<file path="src/rtl/autodial_regs.vh">
// Purpose : Shared constants for the autodial memory sequencer
// Assumes : 100 MHz clk_sys, millisecond timebase derived from it
// Notes   : Times are in ms; cycle counts derive from the clock rate
`ifndef AUTODIAL_REGS_VH
`define AUTODIAL_REGS_VH
// ==========================================
// Register offsets (byte addresses)
`define OFS_CTRL      4'h0
`define OFS_STATUS    4'h4
`define OFS_PREFIX    4'h8
`define CTRL_KEY_LOCK 0
// ==========================================
// Key and stored codes
`define KEY_STORE     5'h10
`define KEY_BREAK     5'h11
`define KEY_AGAIN     5'h12
`define KEY_WAIT      5'h13
`define CODE_PAUSE    5'h14
`define CODE_END      5'h1F
`define DIGIT_LIMIT   5'h0A
// ==========================================
// Memory slots and sizes
`define SLOT_WORK     4'hA
`define SLOT_REDIAL   4'hB
`define SLOT_EXT      4'hC
`define SLOT_GUARD    4'hF
`define GUARD_VAL     5'h15
`define MAX_POS       5'h12
`define MAX_DIGITS    6'h24
// ==========================================
// Strap bit positions (column 1..4)
`define STRAP_RATIO   0
`define STRAP_LONG_AP 1
`define STRAP_LONG_RD 2
`define STRAP_GENERAL 3
// ==========================================
// Times in ms
`define T_FLASH_MS    13'h005F
`define T_RD_SHORT_MS 13'h00A0
`define T_RD_LONG_MS  13'h0140
`define T_AP_PS_MS    13'h0BB8
`define T_AP_PL_MS    13'h1388
`define T_AP_TS_MS    13'h05DC
`define T_AP_TL_MS    13'h09C4
`define T_HOLDOVER_MS 13'h03E8
`define MS_PER_S      1000
`endif

</file>
<file path="src/rtl/autodial_memory_sequencer.v">
// Purpose : Keying procedures, number memories and line timing of a dialler
// Assumes : Keys arrive debounced as one-cycle presses; inputs synchronous
// Notes   : Waveform generation is outside; this block hands out digit codes
//
// Overview of operation
// Working register holds up to 18 positions of the number being entered.
// Entries are digits, access pauses, and six special keys in tone mode only.
// Working register goes to redial at hook-on unless a special key was used.
// Over 18 digits, or manual after automatic, clears redial at hook-on.
// German redial repeats manual numbers; general also repeats automatic ones.
// Ten repertory numbers of 18 positions; special keys are not stored.
// Extra key row gives store/recall, break, again and wait entry keys.
// User: again alone is redial; store then again is extended redial.
// User: hold store, press location, key digits; store then digit recalls.
// Pause starts by wait key, stored pause code or matched exchange prefix.
// Pause ends after 3/5 s in pulse or 1.5/2.5 s in tone, by strap.
// Dialling resumes only when hold is high; hold stuck high means no pause.
// In a pause mute holds for the hold-over time; reset delay is 320 ms.
// Two exchange prefixes of up to two digits; a match inserts a pause.
// Notepad store/store/number/store overwrites extended redial without dialling.
// Break key gives one 95 ms break; German version only in tone mode.
// Flash during dialling reinitialises and clears the working register.
// Keys 2,5,8,0 held over hook-on then hook-off clear all memory.
// Guard check failure or low supply clears all number memory.
// Four straps are read by driving the strap row and sensing columns.
// Straps select version, break ratio, long pause and long reset delay.
// Wait indicator goes low in a pause; low hold suspends dialling (here only stored playback waits for hold; keyed digits still strobe).
// Hook-off initialises the block and leaves standby.
// Line break longer than the reset delay returns to standby, memory kept.
// Unknown function key sequences return to digit entry, memory untouched.
// Stored numbers survive standby and are lost only by a memory clear.
//
// The register addresses and the Avalon-MM register port were decided locally.
`timescale 1ns/100ps
`include "autodial_regs.vh"
module autodial_memory_sequencer #(
  parameter integer CLK_HZ   = 100000000,
  parameter integer TICK_CYC = CLK_HZ / `MS_PER_S
) (
  // Clock and reset
  input  wire        clk_sys,
  input  wire        sys_rst,
  // Avalon-MM slave
  input  wire [3:0]  avs_address,
  input  wire        avs_read,
  input  wire        avs_write,
  input  wire [31:0] avs_writedata,
  output wire [31:0] avs_readdata,
  output wire        avs_waitrequest,
  // Keypad
  input  wire        key_press,
  input  wire [4:0]  key_code,
  input  wire        store_recall_held,
  input  wire        clear_keys_held,
  // Line side inputs
  input  wire        hook_state_in,
  input  wire        hold_in,
  input  wire        dial_method_select,
  input  wire        power_low_in,
  input  wire        dial_busy_in,
  // Strap matrix
  input  wire [3:0]  strap_col_in,
  output wire        strap_sense_row,
  // Line side outputs
  output wire        wait_indicator_out,
  output wire        line_interrupter_out,
  output wire        mute_out,
  output wire        dial_strobe,
  output wire [4:0]  dial_code,
  output wire        break_ratio_sel
);
  // ==========================================
  // States
  localparam [3:0] S_STBY  = 4'h0, S_CHK   = 4'h1, S_CHKR  = 4'h2, S_CLR   = 4'h3;
  localparam [3:0] S_CONV  = 4'h4, S_P1    = 4'h5, S_PROG  = 4'h6, S_PFX   = 4'h7;
  localparam [3:0] S_PLAY  = 4'h8, S_PLAYR = 4'h9, S_PAUSE = 4'hA, S_FLASH = 4'hB;
  localparam [3:0] S_HANG  = 4'hC, S_COPY  = 4'hD;

  reg [3:0]  state_ff, ret_ff, slot_ff, cp_src_ff, strap_ff;
  reg [4:0]  pos_ff, cp_len_ff, first_ff, dial_code_ff;
  reg [5:0]  wr_len_ff;
  reg [1:0]  pfx_idx_ff;
  reg [4:0]  pfx_ff [0:3];
  reg [12:0] ap_ms_ff;
  reg        ph_ff, first_cyc_ff, special_ff, ovf_ff, auto_ff, man_after_ff;
  reg        pwr_fail_ff, ap_load_ff, key_lock_ff;
  reg        wait_ind_ff, line_int_ff, mute_ff, strobe_ff, row_ff;
  reg        waitreq_ff;
  reg [31:0] rdata_ff;
  reg [8:0]  mem_addr;
  reg        mem_we;
  reg [4:0]  mem_wd;
  wire [4:0] mem_rd;
  wire [12:0] ap_remain, brk_load_ms;
  wire       ap_done, brk_done;

  wire tone    = dial_method_select;
  wire general = strap_ff[`STRAP_GENERAL];
  wire kp      = key_press & ~key_lock_ff;
  wire is_dig  = (key_code < `DIGIT_LIMIT);
  wire is_spec = (key_code >= `DIGIT_LIMIT) && (key_code < `KEY_STORE);
  wire is_fn   = (key_code >= `KEY_STORE) && (key_code <= `KEY_WAIT);
  wire wr_room = (wr_len_ff < {1'b0, `MAX_POS});
  wire pos_room = (pos_ff < `MAX_POS);
  // Prefix match on the first or second manual digit
  wire pfx_hit1 = (wr_len_ff == 6'h00) &&
                  ((pfx_ff[0] == key_code && pfx_ff[1] == `CODE_END) ||
                   (pfx_ff[2] == key_code && pfx_ff[3] == `CODE_END));
  wire pfx_hit2 = (wr_len_ff == 6'h01) &&
                  ((pfx_ff[0] == first_ff && pfx_ff[1] == key_code) ||
                   (pfx_ff[2] == first_ff && pfx_ff[3] == key_code));
  // Pause length by dial mode and strap
  wire [12:0] ap_sel = tone ?
    (strap_ff[`STRAP_LONG_AP] ? `T_AP_TL_MS : `T_AP_TS_MS) :
    (strap_ff[`STRAP_LONG_AP] ? `T_AP_PL_MS : `T_AP_PS_MS);

  // Reset delay is forced long during a pause since the line supply swaps
  assign brk_load_ms = (state_ff == S_PAUSE || strap_ff[`STRAP_LONG_RD]) ?
                       `T_RD_LONG_MS : `T_RD_SHORT_MS;

  ms_timer #(.TICK_CYC(TICK_CYC[19:0])) u_ap_tmr (
    .clk_sys (clk_sys), .sys_rst (sys_rst), .load (ap_load_ff),
    .load_ms (ap_ms_ff), .remain (ap_remain), .done (ap_done));

  // Reloaded while off-hook, so it only runs out over a line break
  ms_timer #(.TICK_CYC(TICK_CYC[19:0])) u_brk_tmr (
    .clk_sys (clk_sys), .sys_rst (sys_rst), .load (hook_state_in),
    .load_ms (brk_load_ms), .remain (), .done (brk_done));

  dial_mem u_mem (
    .clk_sys (clk_sys), .addr (mem_addr), .we (mem_we), .wd (mem_wd), .rd (mem_rd));

  // ==========================================
  // Memory port steering
  always @* begin
    mem_addr = {slot_ff, pos_ff};
    mem_we   = 1'b0;
    mem_wd   = `CODE_END;
    case (state_ff)
      S_CHK: mem_addr = {`SLOT_GUARD, 5'h00};
      S_CLR: begin
        mem_we = ~ph_ff;
        mem_wd = ({slot_ff, pos_ff} == {`SLOT_GUARD, 5'h00}) ? `GUARD_VAL : `CODE_END;
      end
      S_CONV: begin
        mem_addr = {`SLOT_WORK, wr_len_ff[4:0]};
        mem_we   = kp && wr_room && (is_dig || (is_spec && tone) ||
                   key_code == `KEY_WAIT);
        mem_wd   = (key_code == `KEY_WAIT) ? `CODE_PAUSE : key_code;
      end
      S_PROG: begin
        // Specials are dropped, function keys other than wait close the entry
        mem_we = kp && ((pos_room && (is_dig || key_code == `KEY_WAIT)) ||
                 (is_fn && key_code != `KEY_WAIT));
        mem_wd = is_dig ? key_code : (key_code == `KEY_WAIT) ? `CODE_PAUSE : `CODE_END;
      end
      S_HANG: begin
        mem_addr = {`SLOT_REDIAL, 5'h00};
        mem_we   = ovf_ff | man_after_ff;
      end
      S_COPY: begin
        mem_addr = ph_ff ? {`SLOT_REDIAL, pos_ff} : {cp_src_ff, pos_ff};
        mem_we   = ph_ff;
        mem_wd   = (pos_ff == cp_len_ff) ? `CODE_END : mem_rd;
      end
      default: mem_addr = {slot_ff, pos_ff};
    endcase
  end

  // Starts an access pause: indicator low, pause timer loaded
  task start_pause;
    input [3:0] ret;
    begin
      state_ff     <= S_PAUSE;
      ret_ff       <= ret;
      wait_ind_ff  <= 1'b0;
      ap_ms_ff     <= ap_sel;
      ap_load_ff   <= 1'b1;
      ph_ff        <= 1'b0;
      first_cyc_ff <= 1'b1;
    end
  endtask

  // Starts playback of a stored number
  task start_play;
    input [3:0] src;
    begin
      state_ff  <= S_PLAY;
      slot_ff   <= src;
      pos_ff    <= 5'h00;
      cp_src_ff <= src;
      cp_len_ff <= `MAX_POS;
      auto_ff   <= 1'b1;
    end
  endtask

  // Fresh working register, as at chip enable
  task init_work;
    begin
      state_ff     <= S_CONV;
      wr_len_ff    <= 6'h00;
      special_ff   <= 1'b0;
      ovf_ff       <= 1'b0;
      auto_ff      <= 1'b0;
      man_after_ff <= 1'b0;
    end
  endtask

  // ==========================================
  // Main sequencer
  always @(posedge clk_sys) begin
    if (sys_rst) begin
      state_ff <= S_STBY;  ret_ff <= S_CONV;  slot_ff <= 4'h0;  pos_ff <= 5'h00;
      cp_src_ff <= `SLOT_WORK;  cp_len_ff <= 5'h00;  strap_ff <= 4'h0;
      wr_len_ff <= 6'h00;  first_ff <= 5'h00;  pfx_idx_ff <= 2'h0;
      ap_ms_ff <= 13'h0000;  ap_load_ff <= 1'b0;  ph_ff <= 1'b0;
      first_cyc_ff <= 1'b0;  special_ff <= 1'b0;  ovf_ff <= 1'b0;
      auto_ff <= 1'b0;  man_after_ff <= 1'b0;  pwr_fail_ff <= 1'b0;
      wait_ind_ff <= 1'b1;  line_int_ff <= 1'b0;  mute_ff <= 1'b0;
      strobe_ff <= 1'b0;  dial_code_ff <= 5'h00;  row_ff <= 1'b0;
    end else begin
      ap_load_ff <= 1'b0;
      strobe_ff  <= 1'b0;
      if (power_low_in) begin
        pwr_fail_ff <= 1'b1;
      end
      // Mute: pause hold-over, flash, programming, digit output
      mute_ff <= (state_ff == S_PAUSE && (first_cyc_ff || (!ph_ff &&
                  ap_remain > ap_ms_ff - `T_HOLDOVER_MS))) ||
                 state_ff == S_FLASH || state_ff == S_PROG || state_ff == S_PFX ||
                 ((dial_busy_in || strobe_ff) && hold_in);
      if (!hook_state_in && brk_done && state_ff != S_STBY &&
          state_ff != S_HANG && state_ff != S_COPY) begin
        // Long line break: back to standby, memory kept
        state_ff    <= S_HANG;
        wait_ind_ff <= 1'b1;
        line_int_ff <= 1'b0;
      end else begin
        case (state_ff)
          S_STBY: if (hook_state_in) begin
            state_ff <= S_CHK;
            row_ff   <= 1'b1;
          end
          S_CHK: state_ff <= S_CHKR;
          S_CHKR: begin
            strap_ff <= strap_col_in;
            row_ff   <= 1'b0;
            slot_ff  <= 4'h0;
            pos_ff   <= 5'h00;
            ph_ff    <= 1'b0;
            // Clear keys held, a power failure or a bad guard word clear memory
            if (!clear_keys_held && !pwr_fail_ff && mem_rd == `GUARD_VAL) begin
              init_work;
            end else begin
              state_ff <= S_CLR;
            end
          end
          S_CLR: begin
            if (!ph_ff) begin
              {slot_ff, pos_ff} <= {slot_ff, pos_ff} + 9'h001;
              if ({slot_ff, pos_ff} == 9'h1FF) begin
                ph_ff       <= 1'b1;
                pwr_fail_ff <= power_low_in;
                pfx_ff[0] <= `CODE_END;  pfx_ff[1] <= `CODE_END;
                pfx_ff[2] <= `CODE_END;  pfx_ff[3] <= `CODE_END;
              end
            end else if (!clear_keys_held) begin
              init_work;
            end
          end
          S_CONV: if (kp) begin
            if (is_dig || (is_spec && tone)) begin
              strobe_ff    <= 1'b1;
              dial_code_ff <= key_code;
              if (wr_len_ff != `MAX_DIGITS) begin
                wr_len_ff <= wr_len_ff + 6'h01;
              end
              if (!wr_room) begin
                ovf_ff <= 1'b1;
              end
              if (is_spec) begin
                special_ff <= 1'b1;
              end
              if (auto_ff) begin
                man_after_ff <= 1'b1;
              end
              if (wr_len_ff == 6'h00) begin
                first_ff <= key_code;
              end
              if (is_dig && (pfx_hit1 || pfx_hit2)) begin
                start_pause(S_CONV);
              end
            end else if (key_code == `KEY_WAIT) begin
              if (wr_room) begin
                wr_len_ff <= wr_len_ff + 6'h01;
              end
              start_pause(S_CONV);
            end else if (key_code == `KEY_STORE) begin
              state_ff <= S_P1;
            end else if (key_code == `KEY_AGAIN) begin
              start_play(`SLOT_REDIAL);
            end else if (key_code == `KEY_BREAK && (general || tone)) begin
              state_ff     <= S_FLASH;
              line_int_ff  <= 1'b1;
              ap_ms_ff     <= `T_FLASH_MS;
              ap_load_ff   <= 1'b1;
              first_cyc_ff <= 1'b1;
            end
          end
          S_P1: if (kp) begin
            state_ff <= S_CONV;
            if (is_dig && store_recall_held) begin
              state_ff <= S_PROG;
              slot_ff  <= key_code[3:0];
              pos_ff   <= 5'h00;
            end else if (is_dig) begin
              start_play(key_code[3:0]);
            end else if (key_code == `KEY_AGAIN && store_recall_held) begin
              state_ff   <= S_PFX;
              pfx_idx_ff <= 2'h0;
              pfx_ff[0] <= `CODE_END;  pfx_ff[1] <= `CODE_END;
              pfx_ff[2] <= `CODE_END;  pfx_ff[3] <= `CODE_END;
            end else if (key_code == `KEY_AGAIN) begin
              start_play(`SLOT_EXT);
            end else if (key_code == `KEY_STORE) begin
              state_ff <= S_PROG;
              slot_ff  <= `SLOT_EXT;
              pos_ff   <= 5'h00;
            end
          end
          S_PROG: if (kp) begin
            if ((is_dig || key_code == `KEY_WAIT) && pos_room) begin
              pos_ff <= pos_ff + 5'h01;
            end else if (is_fn && key_code != `KEY_WAIT) begin
              state_ff <= S_CONV;
            end
          end
          S_PFX: if (kp) begin
            if (is_dig) begin
              pfx_ff[pfx_idx_ff] <= key_code;
              pfx_idx_ff <= pfx_idx_ff + 2'h1;
              if (pfx_idx_ff == 2'h3) begin
                state_ff <= S_CONV;
              end
            end else if (key_code == `KEY_AGAIN && !pfx_idx_ff[1]) begin
              pfx_idx_ff <= 2'h2;
            end else if (!is_spec) begin
              state_ff <= S_CONV;
            end
          end
          S_PLAY: if (!dial_busy_in && !strobe_ff && hold_in) begin
            state_ff <= S_PLAYR;
          end
          S_PLAYR: begin
            pos_ff <= pos_ff + 5'h01;
            if (mem_rd == `CODE_END || pos_ff == `MAX_POS) begin
              state_ff <= S_CONV;
            end else if (mem_rd == `CODE_PAUSE) begin
              start_pause(S_PLAY);
            end else begin
              strobe_ff    <= 1'b1;
              dial_code_ff <= mem_rd;
              state_ff     <= S_PLAY;
            end
          end
          S_PAUSE: begin
            first_cyc_ff <= 1'b0;
            if (first_cyc_ff && hold_in) begin
              wait_ind_ff <= 1'b1;
              state_ff    <= ret_ff;
            end else if (!first_cyc_ff && !ph_ff && ap_done) begin
              wait_ind_ff <= 1'b1;
              ph_ff       <= 1'b1;
            end else if (ph_ff && hold_in) begin
              state_ff <= ret_ff;
            end
          end
          S_FLASH: begin
            first_cyc_ff <= 1'b0;
            if (!first_cyc_ff && ap_done) begin
              line_int_ff <= 1'b0;
              init_work;
            end
          end
          S_HANG: begin
            pos_ff   <= 5'h00;
            ph_ff    <= 1'b0;
            state_ff <= S_STBY;
            if (!(ovf_ff || man_after_ff || special_ff)) begin
              if (auto_ff && general) begin
                state_ff <= S_COPY;
              end else if (!auto_ff && wr_len_ff != 6'h00) begin
                state_ff  <= S_COPY;
                cp_src_ff <= `SLOT_WORK;
                cp_len_ff <= wr_len_ff[4:0];
              end
            end
          end
          S_COPY: begin
            ph_ff <= ~ph_ff;
            if (ph_ff) begin
              pos_ff <= pos_ff + 5'h01;
              if (pos_ff == cp_len_ff || mem_rd == `CODE_END) begin
                state_ff <= S_STBY;
              end
            end
          end
          default: state_ff <= S_STBY;
        endcase
      end
    end
  end

  // ==========================================
  // Avalon slave: one wait cycle, then a single answer cycle
  always @(posedge clk_sys) begin
    if (sys_rst) begin
      waitreq_ff  <= 1'b1;
      rdata_ff    <= 32'h00000000;
      key_lock_ff <= 1'b0;
    end else begin
      waitreq_ff <= 1'b1;
      // Write lands at the answer edge
      if (avs_write && !waitreq_ff && avs_address == `OFS_CTRL) begin
        key_lock_ff <= avs_writedata[`CTRL_KEY_LOCK];
      end
      if ((avs_read || avs_write) && waitreq_ff) begin
        waitreq_ff <= 1'b0;
        case (avs_address)
          `OFS_CTRL:   rdata_ff <= {31'h00000000, key_lock_ff};
          `OFS_STATUS: rdata_ff <= {16'h0000, ovf_ff, special_ff, wr_len_ff,
                                    strap_ff, state_ff};
          `OFS_PREFIX: rdata_ff <= {12'h000, pfx_ff[3], pfx_ff[2], pfx_ff[1], pfx_ff[0]};
          default:     rdata_ff <= 32'h00000000;
        endcase
      end
    end
  end

  assign avs_readdata         = rdata_ff;
  assign avs_waitrequest      = waitreq_ff;
  assign strap_sense_row      = row_ff;
  assign wait_indicator_out   = wait_ind_ff;
  assign line_interrupter_out = line_int_ff;
  assign mute_out             = mute_ff;
  assign dial_strobe          = strobe_ff;
  assign dial_code            = dial_code_ff;
  assign break_ratio_sel      = strap_ff[`STRAP_RATIO];
endmodule // autodial_memory_sequencer

</file>
<file path="src/rtl/dial_mem.v">
// Purpose : Number store, 16 slots of 32 positions, 5-bit codes
// Assumes : Single port, read first (a write returns the old data), read data one edge later
// Notes   : No reset; contents survive standby and system reset
`timescale 1ns/100ps
module dial_mem (
  // Clock
  input  wire       clk_sys,
  // Access
  input  wire [8:0] addr,
  input  wire       we,
  input  wire [4:0] wd,
  output wire [4:0] rd
);
  reg [4:0] ram [0:511];
  reg [4:0] rd_ff;

  // Registered read keeps the output free of address glitches
  always @(posedge clk_sys) begin
    if (we) begin
      ram[addr] <= wd;
    end
    rd_ff <= ram[addr];
  end

  assign rd = rd_ff;
endmodule // dial_mem

</file>
<file path="src/rtl/ms_timer.v">
// Purpose : Millisecond down counter with load
// Assumes : TICK_CYC clock cycles make one millisecond
// Notes   : Load restarts the prescaler so the first ms is full length
`timescale 1ns/100ps
module ms_timer #(
  parameter [19:0] TICK_CYC = 20'h186A0
) (
  // Clock and reset
  input  wire        clk_sys,
  input  wire        sys_rst,
  // Control
  input  wire        load,
  input  wire [12:0] load_ms,
  // Status
  output wire [12:0] remain,
  output wire        done
);
  reg [19:0] pre_ff;
  reg [12:0] cnt_ff;

  // Prescaler and down count; holds at zero
  always @(posedge clk_sys) begin
    if (sys_rst) begin
      pre_ff <= 20'h00000;
      cnt_ff <= 13'h0000;
    end else if (load) begin
      pre_ff <= 20'h00000;
      cnt_ff <= load_ms;
    end else if (pre_ff == TICK_CYC - 20'h00001) begin
      pre_ff <= 20'h00000;
      if (cnt_ff != 13'h0000) begin
        cnt_ff <= cnt_ff - 13'h0001;
      end
    end else begin
      pre_ff <= pre_ff + 20'h00001;
    end
  end

  assign remain = cnt_ff;
  assign done   = (cnt_ff == 13'h0000);
endmodule // ms_timer

</file>
<file path="config.mk">
export PLATFORM = sky130hd
export DESIGN_NAME = autodial_memory_sequencer
export DESIGN_NICKNAME = d
export VERILOG_FILES = /design/src/rtl/autodial_memory_sequencer.v /design/src/rtl/dial_mem.v /design/src/rtl/ms_timer.v
export VERILOG_INCLUDE_DIRS = /design/src /design/src/rtl
export SDC_FILE = /design/constraint.sdc
export NUM_CORES = 2
export LEC_CHECK = 0
export ABC_AREA = 1
export CELL_PAD_IN_SITES_DETAIL_PLACEMENT = 2
export CELL_PAD_IN_SITES_GLOBAL_PLACEMENT = 2
export CORE_UTILIZATION = 30
export CTS_CLUSTER_SIZE = 8
export DETAILED_ROUTE_END_ITERATION = 10
export DONT_BUFFER_PORTS = 1
export PLACE_DENSITY = 0.67
export SLEW_MARGIN = 40
export SYNTH_ARGS = -nofsm -noshare
export SYNTH_HDL_FRONTEND = slang
export SYNTH_HIERARCHICAL = 1
export SYNTH_SLANG_ARGS = --single-unit
</file>
<file path="constraint.sdc">
create_clock -name clk_sys -period 17.6 [get_ports clk_sys]
set_input_delay 0 -clock clk_sys [delete_from_list [all_inputs] [get_ports clk_sys]]
set_output_delay 0 -clock clk_sys [all_outputs]
set_load 0.02 [all_outputs]
</file>
==> metrics.txt <==
Synth Area per Inst roughly 9.8 sq um; kind of critical path register to register; CTS sink cnt 2742; Final #Nets between 10k and 15k; total congestion overflow 0; drt total wl between 400 and 500 mm; largest net degree at the start of global routing between 150 and 200; Worst-Margin Slew 0.974 ns; RSZ-0062 raised after global routing false; die area approximately 400000 sq um; Sw Share 35.5%; maximum clock insertion buffer count 4; Final Hold Viols 0; crit-path max cell delay ~0.65 ns; Crit Path Max Fanout about 150; minimum clock period 7.48 ns; Final Total Pwr roughly 20 mW; Flop pwr share 39.5%; DR iter-0 viols around 5.0k; drt first pass iters 5; post-route ant nets 0; initial antenna violation count 16; clk_skew about 0.046 ns; Slowest-stage cell, CP buf_4; Total Neg Setup Slack 0 ns; status complete, no violations; cell internal pwr between 10 and 15 mW; CTS Root Cell clkbuf_16; worst vdd ir around 0.086 mV; CP startpoint kind register; Gate power share between 20% and 30%; worst rel slew slack a little over a third; commonest non-fill, non-tap cell in the layout nand2_1; first-pass GRT wire length roughly 600 mm; Most common cell on crit path nand2_1; Req. time, crit path around 18 ns; vias per cell 4.90; endpoints failing setup 0; global-route usage over all layers 20.4%; Buffers on Ports 0; Clk pwr share approximately a third; Critical Path AT 8.26 ns; synthesized instance count roughly 12k; number of synthesis warnings 6; Die Y-Extent approximately 630 um; most frequently used flop master after synthesis edfxtp_1; f_max 134 MHz; Worst-Skew Late Latency 0.94 ns; gpl congestion 0.829; TritonCTS clock tree built; asr flop ratio synth 0%; Slew Limit Fails 0; Initial Util about 30%; Net Sw Power a little over 7 mW; power per cell area roughly 150 nW/um^2; H-tree level count 5; Post-synth EDFFs 2580; via count ~86k; vias in the first global route around 95k; clock transition at the registers of the reported paths about 0.06 ns; register area share after synthesis 68.0%; layout cells sized above 1 approximately 5.8%; Filler Cells Inserted between 40k and 50k; fin crit share ~42%; # DRC 0; number of clock buffers inserted by TritonCTS ~380; CP endpoint kind register; Yosys cell types 56; Post-CTS Resized 0; Wirelength per Cell 23.6 um; Area growth, synth to finish 13.9%; Leak ~52 nW; FP Rows 230; Netlist Area Pre-Place between 100000 and 150000 sq um; HP Class primary input to register; die width ~630 um; Ports 101; commonest non-fill, non-tap cells in the layout nand2_1 (6495), edfxtp_1 (2580), nor2_1 (1100); Max-Cap Viols 0; #FFs+latches synth 2742; core area between 300000 and 400000 sq um; hpwl dp 248 mm
power by group through the flow:
stage          clock network (mW)  logic (mW)  registers, mW
2_1_floorplan                   0        3.14           8.68
5_1_grt                      7.03        6.02           7.90
6_report                     6.64        5.46           7.91
4_1_cts                      6.81        5.53           7.91
3_3_place_gp                    0        5.26           8.04
3_5_place_dp                    0        5.46           8.04
critical path: cells and delay by family (launching register included):
family | cells | cell delay (ns)
AND/OR/NAND/NOR | 18 | 2.90
flip-flops | 1 | 0.57
buffers and inverters | 8 | 3.17
AO/OA/AOI/OAI | 1 | 0.34
kinds of logic (layout without fill, tap and decap cells):
| kind of cell | count (synthesis) | in the layout | share of synthesized area [%] |
|---|---|---|---|
| adder cells (fa/ha/maj) | 35 | 35 | 0.369 |
| other | 1 | 26 | 0.00316 |
| flip-flops | 2742 | 2742 | 68.0 |
| buffers and inverters | 876 | 933 | 3.21 |
| AND/OR/NAND/NOR | 8126 | 8126 | 26.6 |
| XOR/XNOR | 55 | 55 | 0.406 |
| AO/OA/AOI/OAI | 324 | 324 | 1.45 |
Yosys cell counts, types with 8 or more instances:
master    number  area share [%]
xor2_1        31            0.23
nor2_2        21            0.11
o211ai_1       8           0.051
nor3_2        13            0.11
nand4_1       40            0.21
buf_6         10           0.095
inv_2         28           0.088
buf_4         26            0.16
a31oi_1        9           0.047
o21ai_0      105            0.44
dfxtp_1      162             2.7
buf_1         88            0.28
inv_1        218            0.69
edfxtp_1    2580              65
nand2_2       13           0.068
nand2_1     6520              21
o22ai_1       19            0.10
nor2_4         9           0.085
nor2_1      1103             3.5
nor3_1        33            0.14
ha_1          35            0.37
clkbuf_1     239            0.76
clkinv_1       8           0.025
a21oi_1      162            0.68
nand3_1      336             1.4
buf_2        251             1.1
xnor2_1       24            0.18
worst paths after layout:
check | startpoint | cells after the start | end | slack (ns)
min | key_code[2] | 3 | dial_code[2] | 0.12
max | state_ff[1] | 27 | u_mem/rd[0] | 10.12
min reg2reg | u_brk_tmr/pre_ff[0] | 1 | u_brk_tmr/pre_ff[0] | 0.45
max reg2reg | state_ff[1] | 27 | u_mem/rd[0] | 10.12
metrics by stage:
step / utilization [%] / cells / hold slack (ns) / worst slack (ns) / cell area [sq um]
3_5_place_dp: 31.6 / 16900 / 0.0799 / 10.41 / 124000
3_3_place_gp: 31.5 / 16900 / 0.0790 / 10.53 / 124000
4_1_cts: 34.3 / 17400 / 0.0117 / 10.34 / 135000
6_report: 34.4 / 17500 / 0.123 / 10.12 / 135000
2_1_floorplan: - / 12200 / 0.117 / 0.296 / 119000
5_1_grt: 34.4 / 17500 / 0.0861 / 9.65 / 135000
state kept, by name, summed over array words and instances (netlist names), 4 cells and up:
register	count
u_mem/ram	2560
cp_len_ff	5
wr_len_ff	6
strap_ff	4
first_ff	5
pfx_ff	20
u_mem/rd	5
u_ap_tmr/pre_ff	20
u_ap_tmr/remain	13
ap_ms_ff	10
u_brk_tmr/pre_ff	20
slot_ff	4
pos_ff	5
state_ff	4
u_brk_tmr/remain	13
avs_readdata	20
cp_src_ff	4
dial_code	5
final cells by class:
class / instances / area [sq um] / share of cell area, %
Antenna cell: 5 / 12.5 / 0.00925
Clock buffer: 447 / 9940 / 7.35
Clock inverter: 19 / 251 / 0.186
Inverter: 259 / 1030 / 0.762
Multi-Input combinational cell: 8561 / 34500 / 25.5
Sequential cell: 2742 / 80700 / 59.7
Tap cell: 5220 / 6530 / 4.83
Timing Repair Buffer: 208 / 2220 / 1.64
routing by layer:
layer / track usage (%) / part of all wire, % / vias up
met3: 2.06 / 3.3 / 552
li1: - / - / 39400
met1: 26.3 / 44 / 44300
met4: 5.61 / 2.8 / 2
met5: 0 / 0.0029 / -
met2: 36.4 / 50 / 1279
repair_timing:
item / CTS / global route
hold endpoints to repair: 360 / 52
setup endpoints to repair: 0 / 0
buffers inserted: 0 / 0
hold buffers: 60 / 1
Power figures use the tool's default switching activity.
